`src/tcc_regs.svh`:
```
// Register offsets, fields, reset values and edge counts of the timer capture control block
`ifndef TCC_REGS_SVH
`define TCC_REGS_SVH
`define TCC_CTRL_OFFSET 8'h16
`define TCC_CTRL_BANK 3'h3
`define TCC_CTRL_BYTE_ADDR 12'h358
`define TCC_CTRL_RESET 8'h00
`define TCC_CAP2_MODE_LSB 6
`define TCC_CAP1_MODE_LSB 4
`define TCC_CONCAT_BIT 3
`define TCC_T3_CS_BIT 2
`define TCC_T2_CS_BIT 1
`define TCC_T1_CS_BIT 0
`define TCC_PRESCALE_4 5'h04
`define TCC_PRESCALE_16 5'h10
`endif

```
`src/tcc_pkg.sv`:
```
// Types shared by the timer capture control block
package tcc_pkg;
    typedef enum logic [1:0] {
        TCC_EDGE_FALL,
        TCC_EDGE_RISE,
        TCC_EDGE_RISE4,
        TCC_EDGE_RISE16
    } tcc_edge_mode_type;

    typedef struct packed {
        logic [1:0] cap2_edge_mode;
        logic [1:0] cap1_edge_mode;
        logic timer_pair_concat;
        logic timer3_clk_select;
        logic timer2_clk_select;
        logic timer1_clk_select;
    } tcc_ctrl_type;

    typedef struct packed {
        logic timer_one_inc;
        logic timer_two_inc;
        logic timer_three_inc;
        logic timer_pair_concat;
    } tcc_timer_ctl_type;
endpackage : tcc_pkg

```
`src/tcc_top.sv`:
```
// Timer capture control register with AXI4-Lite access, capture edge and timer increment logic
`timescale 1ns/1ps
`include "tcc_regs.svh"
// The block holds the control byte and turns it into capture strobes and timer
// increment strobes; the capture registers and the timers themselves live outside.
// clk_en low freezes every flop, the bus included.
module tcc_top #(
    parameter int ADDR_W = 12
) (
    input wire logic clk_sys,
    input wire logic rst_b,
    input wire logic clk_en,
    input wire logic [ADDR_W-1:0] s_axi_awaddr,
    input wire logic s_axi_awvalid,
    output logic s_axi_awready,
    input wire logic [31:0] s_axi_wdata,
    input wire logic [3:0] s_axi_wstrb,
    input wire logic s_axi_wvalid,
    output logic s_axi_wready,
    output logic [1:0] s_axi_bresp,
    output logic s_axi_bvalid,
    input wire logic s_axi_bready,
    input wire logic [ADDR_W-1:0] s_axi_araddr,
    input wire logic s_axi_arvalid,
    output logic s_axi_arready,
    output logic [31:0] s_axi_rdata,
    output logic [1:0] s_axi_rresp,
    output logic s_axi_rvalid,
    input wire logic s_axi_rready,
    input wire logic cap1_pin,
    input wire logic cap2_pin,
    input wire logic timer12_ext_clk_pin,
    input wire logic timer3_ext_clk_pin,
    input wire logic internal_tick,
    output logic [1:0] cap_trigger,
    output tcc_pkg::tcc_timer_ctl_type timer_ctl,
    output tcc_pkg::tcc_ctrl_type ctrl_out
);
    // Software view of the control byte
    tcc_pkg::tcc_ctrl_type ctrl_reg;

    // Write halves parked until both have arrived
    logic [ADDR_W-1:0] awaddr_reg;
    logic [31:0] wdata_reg;
    logic wstrb0_reg;
    logic aw_have_reg;
    logic w_have_reg;

    // Previous pin samples for edge detection
    logic [1:0] pin_prev_reg;
    logic tclk12_prev_reg;
    logic tclk3_prev_reg;

    // Rising-edge prescale counter per capture channel
    logic [4:0] edge_cnt_reg [2];

    // Address or data is held until both halves are present
    wire aw_take = s_axi_awvalid && s_axi_awready;
    wire w_take = s_axi_wvalid && s_axi_wready;
    wire aw_ok = aw_have_reg || aw_take;
    wire w_ok = w_have_reg || w_take;
    wire [ADDR_W-1:0] wr_addr = aw_have_reg ? awaddr_reg : s_axi_awaddr;
    wire [31:0] wr_data = w_have_reg ? wdata_reg : s_axi_wdata;
    wire wr_strb0 = w_have_reg ? wstrb0_reg : s_axi_wstrb[0];
    wire wr_fire = aw_ok && w_ok && !s_axi_bvalid;
    wire wr_hit = wr_addr == ADDR_W'(`TCC_CTRL_BYTE_ADDR);
    // Unmapped words answer SLVERR; a clear byte-0 strobe still answers OKAY
    wire [1:0] wr_resp = wr_hit ? 2'h0 : 2'h2;
    wire wr_load = wr_fire && wr_hit && wr_strb0;
    wire rd_take = s_axi_arvalid && s_axi_arready;
    wire rd_hit = s_axi_araddr == ADDR_W'(`TCC_CTRL_BYTE_ADDR);
    // Reads of unmapped words return zero so no stale data leaks out
    wire [31:0] rd_word = rd_hit ? {24'h00_0000, ctrl_reg} : 32'h0000_0000;
    wire [1:0] rd_resp = rd_hit ? 2'h0 : 2'h2;
    wire [1:0] cap_pins = {cap2_pin, cap1_pin};
    wire [1:0] cap_mode [2];
    // Falling edges of the timer pins are found against the previous sample
    wire t12_fall = tclk12_prev_reg && !timer12_ext_clk_pin;
    wire t3_fall = tclk3_prev_reg && !timer3_ext_clk_pin;
    // Timers one and two share a pin, yet each keeps its own source select
    wire t1_inc = ctrl_reg.timer1_clk_select ? t12_fall : internal_tick;
    wire t2_inc = ctrl_reg.timer2_clk_select ? t12_fall : internal_tick;
    wire t3_inc = ctrl_reg.timer3_clk_select ? t3_fall : internal_tick;

    // Channel index 0 is capture one, index 1 capture two
    assign cap_mode[0] = ctrl_reg.cap1_edge_mode;
    assign cap_mode[1] = ctrl_reg.cap2_edge_mode;

    // Write channel: either half may arrive first and is parked until its partner comes.
    // The response is raised on the edge that completes the pair, so at most one write
    // is under way; both readies stay low until the response has been accepted.

    always_ff @(posedge clk_sys) begin
        if (!rst_b) begin
            s_axi_awready <= 1'b0;
            s_axi_wready <= 1'b0;
            aw_have_reg <= 1'b0;
            w_have_reg <= 1'b0;
            awaddr_reg <= '0;
            wdata_reg <= '0;
            wstrb0_reg <= 1'b0;
            s_axi_bvalid <= 1'b0;
            s_axi_bresp <= 2'h0;
        end else if (clk_en) begin
            s_axi_awready <= !aw_ok && !s_axi_bvalid;
            s_axi_wready <= !w_ok && !s_axi_bvalid;
            if (aw_take) begin
                awaddr_reg <= s_axi_awaddr;
            end
            if (w_take) begin
                wdata_reg <= s_axi_wdata;
                wstrb0_reg <= s_axi_wstrb[0];
            end
            aw_have_reg <= aw_ok && !wr_fire;
            w_have_reg <= w_ok && !wr_fire;
            if (wr_fire) begin
                s_axi_bvalid <= 1'b1;
                s_axi_bresp <= wr_resp;
                s_axi_awready <= 1'b0;
                s_axi_wready <= 1'b0;
            end else if (s_axi_bvalid && s_axi_bready) begin
                // Readies come back one cycle after the response is taken
                s_axi_bvalid <= 1'b0;
            end
        end
    end

    // Only byte lane 0 carries the register; the other lanes are ignored
    always_ff @(posedge clk_sys) begin
        if (!rst_b) begin
            ctrl_reg <= `TCC_CTRL_RESET;
        end else if (clk_en && wr_load) begin
            ctrl_reg <= wr_data[7:0];
        end
    end

    // Read channel: one read at a time; arready stays low while a result waits,
    // so the address needs no parking register

    always_ff @(posedge clk_sys) begin
        if (!rst_b) begin
            s_axi_arready <= 1'b0;
            s_axi_rvalid <= 1'b0;
            s_axi_rdata <= 32'h0000_0000;
            s_axi_rresp <= 2'h0;
        end else if (clk_en) begin
            s_axi_arready <= !s_axi_rvalid && !rd_take;
            if (rd_take) begin
                s_axi_rvalid <= 1'b1;
                s_axi_rdata <= rd_word;
                s_axi_rresp <= rd_resp;
            end else if (s_axi_rvalid && s_axi_rready) begin
                s_axi_rvalid <= 1'b0;
            end
        end
    end

    // Pins are taken as already synchronous to clk_sys; a pin from another clock
    // domain needs a synchroniser in front of this block
    always_ff @(posedge clk_sys) begin
        if (!rst_b) begin
            pin_prev_reg <= 2'h0;
            tclk12_prev_reg <= 1'b0;
            tclk3_prev_reg <= 1'b0;
        end else if (clk_en) begin
            pin_prev_reg <= cap_pins;
            tclk12_prev_reg <= timer12_ext_clk_pin;
            tclk3_prev_reg <= timer3_ext_clk_pin;
        end
    end

    // Increment strobes and the pairing flag leave through flops; the timers sit outside.
    // The pairing flag only steers those timers, nothing here depends on it.
    always_ff @(posedge clk_sys) begin
        if (!rst_b) begin
            timer_ctl <= '0;
            ctrl_out <= '0;
        end else if (clk_en) begin
            timer_ctl.timer_one_inc <= t1_inc;
            timer_ctl.timer_two_inc <= t2_inc;
            timer_ctl.timer_three_inc <= t3_inc;
            timer_ctl.timer_pair_concat <= ctrl_reg.timer_pair_concat;
            ctrl_out <= ctrl_reg;
        end
    end

    genvar ch;
    generate
        for (ch = 0; ch < 2; ch++) begin : g_cap
            // Mode decode per channel; one counter serves both prescaled modes
            wire mode_fall = cap_mode[ch] == 2'(tcc_pkg::TCC_EDGE_FALL);
            wire mode_rise = cap_mode[ch] == 2'(tcc_pkg::TCC_EDGE_RISE);
            wire mode_rise4 = cap_mode[ch] == 2'(tcc_pkg::TCC_EDGE_RISE4);
            wire prescaled = cap_mode[ch][1];
            wire rise = !pin_prev_reg[ch] && cap_pins[ch];
            wire fall = pin_prev_reg[ch] && !cap_pins[ch];
            // Switching between 4 and 16 keeps the count; a count already past the new
            // limit fires on the next rising edge rather than wrapping round
            wire [4:0] limit = mode_rise4 ? `TCC_PRESCALE_4 : `TCC_PRESCALE_16;
            wire [4:0] cnt_inc = edge_cnt_reg[ch] + 5'h01;
            wire hit = cnt_inc >= limit;
            wire fire_fall = mode_fall && fall;
            wire fire_rise = mode_rise && rise;
            wire fire_scaled = prescaled && rise && hit;
            wire fire = fire_fall || fire_rise || fire_scaled;
            wire [4:0] cnt_hold = rise ? (hit ? 5'h00 : cnt_inc) : edge_cnt_reg[ch];
            wire [4:0] cnt_next = prescaled ? cnt_hold : 5'h00;

            always_ff @(posedge clk_sys) begin
                if (!rst_b) begin
                    cap_trigger[ch] <= 1'b0;
                end else if (clk_en) begin
                    cap_trigger[ch] <= fire;
                end
            end

            // Count is cleared outside the prescaled modes so a later switch starts fresh
            always_ff @(posedge clk_sys) begin
                if (!rst_b) begin
                    edge_cnt_reg[ch] <= 5'h00;
                end else if (clk_en) begin
                    edge_cnt_reg[ch] <= cnt_next;
                end
            end
        end
    endgenerate
endmodule : tcc_top

```
`config.mk`:
```
export PLATFORM = sky130hd
export DESIGN_NAME = tcc_top
export DESIGN_NICKNAME = d
export VERILOG_FILES = /design/src/tcc_pkg.sv /design/src/tcc_top.sv
export VERILOG_INCLUDE_DIRS = /design/src
export SDC_FILE = /design/constraint.sdc
export NUM_CORES = 1
export LEC_CHECK = 0
export BUFFER_PORTS_ARGS = -buffer_cell sky130_fd_sc_hd__buf_2
export CORE_UTILIZATION = 25
export CTS_CLUSTER_SIZE = 28
export DETAILED_ROUTE_END_ITERATION = 16
export SYNTH_ARGS = -nofsm -noshare
export SYNTH_HDL_FRONTEND = slang
export SYNTH_SLANG_ARGS = --single-unit
export TNS_END_PERCENT = 30
```
`constraint.sdc`:
```
create_clock -name clk_sys -period 4.25 [get_ports clk_sys]
set_input_delay 0.6375 -clock clk_sys [delete_from_list [all_inputs] [get_ports clk_sys]]
set_output_delay 0.6375 -clock clk_sys [all_outputs]
set_load 0.01 [all_outputs]
```
# Word level (Yosys, flattened, before mapping)
# Memory sizes are Yosys's and may differ from the RTL's.
# Cells that the tools add are included.
# word_totals
input_bits	73
wordCells	132
output_inout_bits	55
ff_bits	89
memories	1
rom_bits	0
ramBits	10
latchBits	0
# op_classes
reduce_logical	57
eq_ne	6
div_mod_pow	0
n_addsub	2
bitwise_logic	2
shifts	0
n_lt_le_gt_ge	2
mux	29
multipliers	0
# mem_list
name	depth	word_bits	read_ports	rd_ports_with_merged_regs	write_ports	line	rtl
edge_cnt_reg	2	5	2	0	2	tcc_top.sv:55	logic [4:0] edge_cnt_reg [2];
# ops
operator	n
$mux 5	10
$logic_and 1x1->1	29
$eq 12x10->1 const B	2
$mux 8	2
$mux 1	14
$logic_not 1->1	12
$mux 12	1
$reduce_and 2->1	6
$add 5x1->5 const B	2
$ge 5x5->1	2
$logic_or 1x1->1	6
$eq 2x1->1 const B	2
$eq 2x2->1 const B	2
$logic_not 2->1	2
$mux 2	2
$reduce_bool 2->1	2
$or 1x1->1	2

# Logic depth before layout (Yosys ltp)
# Gate-level depths: netlist of the first run.
# logic_depth
word_depth	7
ltp_mapped	7
mapped_depth_nobuf	7

# Least setup slack after synthesis of the first run
# OpenSTA, ideal clock, no wires.
# synth_timing
kind	input to register
startpoint	input port s_axi_araddr[11]
endpoint	register s_axi_rdata[0]
path_stages	4
t_arrival_ns	1.786
setup_ns	0.066
required_ns	4.184
path_buffers	0
slack_ns	2.398
path_cell_list	or4b_4 nor4_4 a22oi_1 nor2_1
# synth_via
elab_chain_cells	2
# synth_lines
item	line	rtl
start, declared	tcc_top.sv:23	input wire logic [ADDR_W-1:0] s_axi_araddr,
$eq 12x10->1	tcc_top.sv:71	wire rd_hit = s_axi_araddr == ADDR_W'(`TCC_CTRL_BYTE_ADDR);
$mux 8	tcc_top.sv:73	wire [31:0] rd_word = rd_hit ? {24'h00_0000, ctrl_reg} : 32'h0000_0000;
end signal, assigned	tcc_top.sv:150	s_axi_rdata <= rd_word;
end, declared	tcc_top.sv:26	output logic [31:0] s_axi_rdata,
# Every way passes these cells.
# A chain may end at the register's enable or synchronous reset.

# Worst setup path after layout of the first run
# layout_timing
startpoint	input port clk_en
endpoint	register s_axi_rdata[6]
# layout_via
elab_chain_cells	1
# layout_lines
item	line	rtl
start, declared	tcc_top.sv:12	input wire logic clk_en,
$reduce_and 2->1 (no line)	-	
# Every way passes these cells.

==> results of run 1 <==
[where the power goes]
group | leakage [nW] | internal, mW | switching (mW)
sequential | 0.623 | 0.718 | 0.0143
clock | 0.166 | 0.588 | 0.278
combinational | 1.03 | 0.0501 | 0.0747
[worst register-to-register path, delay by kind of cell, from the launching register on]
| family | cells | cell delay, ps |
|---|---|---|
| AO/OA/AOI/OAI | 1 | 470 |
| XOR/XNOR | 1 | 150 |
| adder cells (fa/ha/maj) | 2 | 540 |
| flip-flops | 1 | 430 |
| AND/OR/NAND/NOR | 2 | 160 |
[how the worst max path moves through the flow]
stage,start,end
2_1_floorplan,s_axi_araddr[11],s_axi_rdata[0]$_SDFFE_PN0P_
3_3_place_gp,clk_en,s_axi_rdata[4]$_SDFFE_PN0P_
3_5_place_dp,clk_en,s_axi_rdata[4]$_SDFFE_PN0P_
4_1_cts,clk_en,s_axi_rdata[6]$_SDFFE_PN0P_
5_1_grt,clk_en,s_axi_rdata[6]$_SDFFE_PN0P_
6_report,clk_en,s_axi_rdata[6]$_SDFFE_PN0P_
[cells by family (layout without fill, tap and decap cells)]
family | count (synthesis) | after routing
xor+xnor | 6 | 6
other cells | 1 | 26
buf+inv | 51 | 100
mux | 33 | 33
flops | 73 | 73
compound gates | 56 | 56
simple gates | 153 | 153
fa+ha+maj | 8 | 8
[layout make-up]
class                      count  share of cell area
sequential                    73               0.371
clock inverter                 5              0.0244
clock buffer                  11              0.0576
timing repair buffer          76              0.0915
tap                          176              0.0523
multi-input combinational    282               0.396
inverter                       8             0.00713
[per-stage QoR]
stage	cell area, um^2	worst slack, ps
CTS	4210	1780
global placement	3870	1490
global route	4210	1630
detailed placement	3870	1470
floorplan	3530	2400
finish	4210	1820
[synth_stat cells (all sizes together), types with 2 or more instances]
cell type  count
ha             8
o21ai          6
nor4b          3
a22oi          8
xor2           2
nor3          11
nand2b         2
and3           2
mux2           9
edfxtp        10
a21oi         29
dfxtp         63
nand2         70
nand3          9
nand4          2
buf           32
nor2b          6
a21o           2
nor4bb         2
nor3b          3
mux2i         24
a41oi          2
a211oi         3
inv            7
clkbuf        11
or4bb          2
nor2          35
xnor2          4
[per-layer routing]
layer	track usage	part of all wire	vias to the layer above
met2	0.206	0.51	63
li1	-	-	1406
met4	0.0266	0.0060	0
met5	0	0	-
met3	0.0378	0.047	6
met1	0.136	0.44	1333
==> results.sh, run 1 <==
export IMPL_status="completed"
export IMPL_grt_max_degree=39
export IMPL_hold_path_startpoint="wdata_reg[6]$_SDFFE_PN0P_"
export IMPL_yosysWarnings=0
export IMPL_synth_compound_area_frac=0.0989
export IMPL_multi_input_area_um2=1670
export IMPL_synth_top_flop_cell="dfxtp_1"
export IMPL_crit_type="primary input to register"
export IMPL_avgRoutedWirePerCell_um=12.4
export IMPL_hold_depth=2
export IMPL_largest_reg_flops=12
export IMPL_drc=0
export IMPL_nFillCells=1411
export IMPL_synthAdderAreaFrac=0.0291
export IMPL_path_cells="buf_2, buf_4, nand3_1, nor4_4, a22oi_1, nor2_1"
export IMPL_slowest_stage="nor4_4"
export IMPL_post_cts_buffers=0
export IMPL_core_um2=13300
export IMPL_muxShareOfSynthArea=0.0993
export IMPL_wirelength_um=7850
export IMPL_worstSetupStartpointType="primary input"
export IMPL_whs_endpoint="wdata_reg[6]$_SDFFE_PN0P_"
export IMPL_hold_buffers=0
export IMPL_root_buffer="clkbuf_16"
export IMPL_reg2reg_depth=6
export IMPL_ir_drop_uv=225
export IMPL_detail_route_antenna_nets=0
export IMPL_die_h_um=119
export IMPL_drt_iter0_drc=100
export IMPL_via_count=2808
export IMPL_nets=531
export IMPL_p_per_area_nw_per_um2=409
export IMPL_max_stage_delay_ps=740
export IMPL_clock_fmax_ghz=0.411
export IMPL_gp_congestion=0.712
export IMPL_cts_tree="yes"
export IMPL_ys_seq_area_frac=0.454
export IMPL_cts_sinks=73
export IMPL_finalMaxSlewViolations=0
export IMPL_synth_cell_type_count=47
export IMPL_crit_family="simple AND/OR/NAND/NOR gates"
export IMPL_ys_ff_latch=73
export IMPL_required_ps=4500
export IMPL_synth_top_area_share=0.367
export IMPL_die_area_um2=14200
export IMPL_yosys_area_top_type="dfxtp_1"
export IMPL_final_common_cell="buf_2"
export IMPL_rows=42
export IMPL_cp_arrival_ps=2680
export IMPL_grt_pass1_vias=2730
export IMPL_seqCellArea_um2=1560
export IMPL_hp_class="register to register"
export IMPL_clock_latency_ps=330
export IMPL_avgViaCountPerCell=4.45
export IMPL_portBuffers=74
export IMPL_cp_depth=6
export IMPL_grt_overflow=0
export IMPL_relSlewSlack=0.593
export IMPL_p_leak_nw=1.82
export IMPL_clock_skew_ps=5.28
export IMPL_r2r_end="edge_cnt_reg[0][2]$_SDFFCE_PP0P_"
export IMPL_ff2ff_setup_slack_ps=2220
export IMPL_syn_area_um2=3440
export IMPL_syn_to_final_growth_pct=22.4
export IMPL_grt_use_total=0.117
export IMPL_antenna_cells=0
export IMPL_utilization=0.316
export IMPL_fin_tns_setup_ps=0
export IMPL_cts_htree_levels=3
export IMPL_cap_viol_max_count=0
export IMPL_cts_repair_resized=0
export IMPL_yosys_area_share_simple=0.214
export IMPL_drive_above_1_share=0.229
export IMPL_grt_pass1_wl_um=13200
export IMPL_io_pins=128
export IMPL_initial_core_util=0.258
export IMPL_layout_common_cells="buf_2, nand2_1, dfxtp_1"
export IMPL_synth_edf_count=10
export IMPL_clkTransAtPathRegs_ps=60
export IMPL_ys_async_sr_fraction=0
export IMPL_dp_cells=615
export IMPL_drt_first_pass_iters=4
export IMPL_setup_viol_count_final=0
export IMPL_path_buf_inv=2
export IMPL_ys_top_cells_by_area="dfxtp_1, edfxtp_1, nand2_1"
export IMPL_stdcell_count=631
export IMPL_antenna_found_initial=0
export IMPL_fin_crit_sh=0.573
export IMPL_rsz0062_at_grt="no"
export IMPL_crit_path_max_fanout=38
export IMPL_synth_top_family_by_area="simple AND/OR/NAND/NOR gates"
export IMPL_dpl_hpwl_um=5810
export IMPL_finalPower_mw=1.72
export IMPL_hold_viol_final=0
export IMPL_hold_worst_slack_ps=456
export IMPL_end_kind="register"
export IMPL_die_w_um=119
export IMPL_syn_area_per_cell_um2=9.03
export IMPL_synth_xor_xnor_area_share=0.0153
export IMPL_tightest_slew_ps=607
export IMPL_r2r_start="edge_cnt_reg[0][0]$_SDFFCE_PP0P_"
export IMPL_netlist_instances=381
export IMPL_cts_buffers=9
export IMPL_clockBufferDepth=2
export IMPL_fin_crit_ps=2430
Note: power is estimated with default switching activity, not from simulation.
==> inputs of run 2 (changes only) <==
clock period = 2.1 ns   (was 4.25 ns; I/O delays follow)
==> results.sh, run 2 (same netlist as run 1, synthesis figures left out) <==
export IMPL_cts_tree="yes"
export IMPL_largest_reg_flops=12
export IMPL_cts_buffers=9
export IMPL_die_area_um2=14200
export IMPL_stdcell_count=639
export IMPL_dpl_hpwl_um=5980
export IMPL_r2r_start="edge_cnt_reg[1][0]$_SDFFCE_PP0P_"
export IMPL_die_w_um=119
export IMPL_hold_depth=3
export IMPL_root_buffer="clkbuf_16"
export IMPL_required_ps=2170
export IMPL_grt_max_degree=29
export IMPL_dp_cells=623
export IMPL_ff2ff_setup_slack_ps=220
export IMPL_max_stage_delay_ps=440
export IMPL_slowest_stage="edfxtp_1"
export IMPL_rows=42
export IMPL_gp_congestion=0.710
export IMPL_hp_class="primary input to register"
export IMPL_status="completed"
export IMPL_layout_common_cells="buf_2, nand2_1, dfxtp_1"
export IMPL_multi_input_area_um2=1670
export IMPL_fin_crit_sh=0.893
export IMPL_drc=0
export IMPL_die_h_um=119
export IMPL_p_per_area_nw_per_um2=819
export IMPL_worstSetupStartpointType="register"
export IMPL_crit_family="adder cells"
export IMPL_drt_iter0_drc=122
export IMPL_via_count=2856
export IMPL_grt_pass1_vias=2758
export IMPL_nFillCells=1375
export IMPL_syn_to_final_growth_pct=24.2
export IMPL_antenna_cells=0
export IMPL_reg2reg_depth=8
export IMPL_cp_depth=8
export IMPL_rsz0062_at_grt="no"
export IMPL_fin_tns_setup_ps=0
export IMPL_clock_skew_ps=10.7
export IMPL_crit_type="register to register"
export IMPL_io_pins=128
export IMPL_crit_top_cell="ha_1"
export IMPL_clockBufferDepth=2
export IMPL_cts_repair_resized=0
export IMPL_final_common_cell="buf_2"
export IMPL_hold_viol_final=0
export IMPL_fin_crit_ps=1880
export IMPL_worstSetupStartpoint="edge_cnt_reg[1][0]$_SDFFCE_PP0P_"
export IMPL_portBuffers=74
export IMPL_cts_sinks=73
export IMPL_cts_htree_levels=3
export IMPL_path_cells="ha_1, nand3_1, xnor2_1, ha_1, nor2_1, a41oi_1, buf_4, nor3_1"
export IMPL_seqCellArea_um2=1560
export IMPL_cp_arrival_ps=1950
export IMPL_p_leak_nw=1.86
export IMPL_post_cts_buffers=0
export IMPL_clock_fmax_ghz=0.533
export IMPL_nets=539
export IMPL_end_kind="register"
export IMPL_clkTransAtPathRegs_ps=60
export IMPL_avgViaCountPerCell=4.47
export IMPL_setup_viol_count_final=0
export IMPL_path_buf_inv=1
export IMPL_grt_pass1_wl_um=13300
export IMPL_clock_latency_ps=330
export IMPL_hold_path_startpoint="s_axi_awaddr[8]"
export IMPL_drive_above_1_share=0.242
export IMPL_detail_route_antenna_nets=0
export IMPL_grt_use_total=0.118
export IMPL_hold_buffers=0
export IMPL_wirelength_um=8080
export IMPL_cap_viol_max_count=0
export IMPL_grt_overflow=0
export IMPL_core_um2=13300
export IMPL_crit_path_max_fanout=6
export IMPL_drt_first_pass_iters=4
export IMPL_utilization=0.320
export IMPL_ir_drop_uv=424
export IMPL_finalPower_mw=3.50
export IMPL_finalMaxSlewViolations=0
export IMPL_antenna_found_initial=0
export IMPL_initial_core_util=0.258
export IMPL_avgRoutedWirePerCell_um=12.6
==> run 2: metal layers <==
layer	track usage	share of wire	vias to the layer above
li1	-	-	1416
met1	0.135	0.44	1365
met2	0.215	0.51	67
met3	0.0374	0.046	8
met4	0.0258	0.0082	0
met5	0	0	-
==> run 2: worst reg2reg max path, delay by kind of cell (launching register included) <==
kind | cells | cell delay (ps)
adders and majority gates | 2 | 550
AOI/OAI and AO/OA | 1 | 180
and+or+nand+nor | 3 | 190
xor gates and xnor gates | 1 | 90
DFF | 1 | 440
buffers and inverters | 1 | 180
==> run 2: metrics by stage <==
| step | area (um^2) | worst slack [ps] | hold slack [ps] |
|---|---|---|---|
| 5_1_grt | 4270 | 36.1 | 233 |
| 3_5_place_dp | 3930 | 220 | 447 |
| 6_report | 4270 | 224 | 233 |
| 4_1_cts | 4270 | 202 | 221 |
| 2_1_floorplan | 3530 | 266 | 431 |
| 3_3_place_gp | 3930 | 285 | 438 |
==> run 2: cell type report <==
class,count,area share
flip-flops and latches,73,0.365
clock inverters,5,0.0243
multi-input cells,282,0.391
inverters,8,0.00703
well taps,176,0.0515
clock buffers,11,0.0568
repair buffers,84,0.104
==> run 2: path summary, 6_finish.rpt <==
kind	to
max	edge_cnt_reg[1][2]$_SDFFCE_PP0P_
min	awaddr_reg[8]$_SDFFE_PN0P_
max reg2reg	edge_cnt_reg[1][2]$_SDFFCE_PP0P_
min reg2reg	awaddr_reg[7]$_SDFFE_PN0P_
==> run 2: report_power, final <==
part / switching (mW) / internal [mW] / total, mW
registers: 0.0273 / 1.45 / 1.48
clock network: 0.564 / 1.19 / 1.76
logic: 0.157 / 0.107 / 0.264
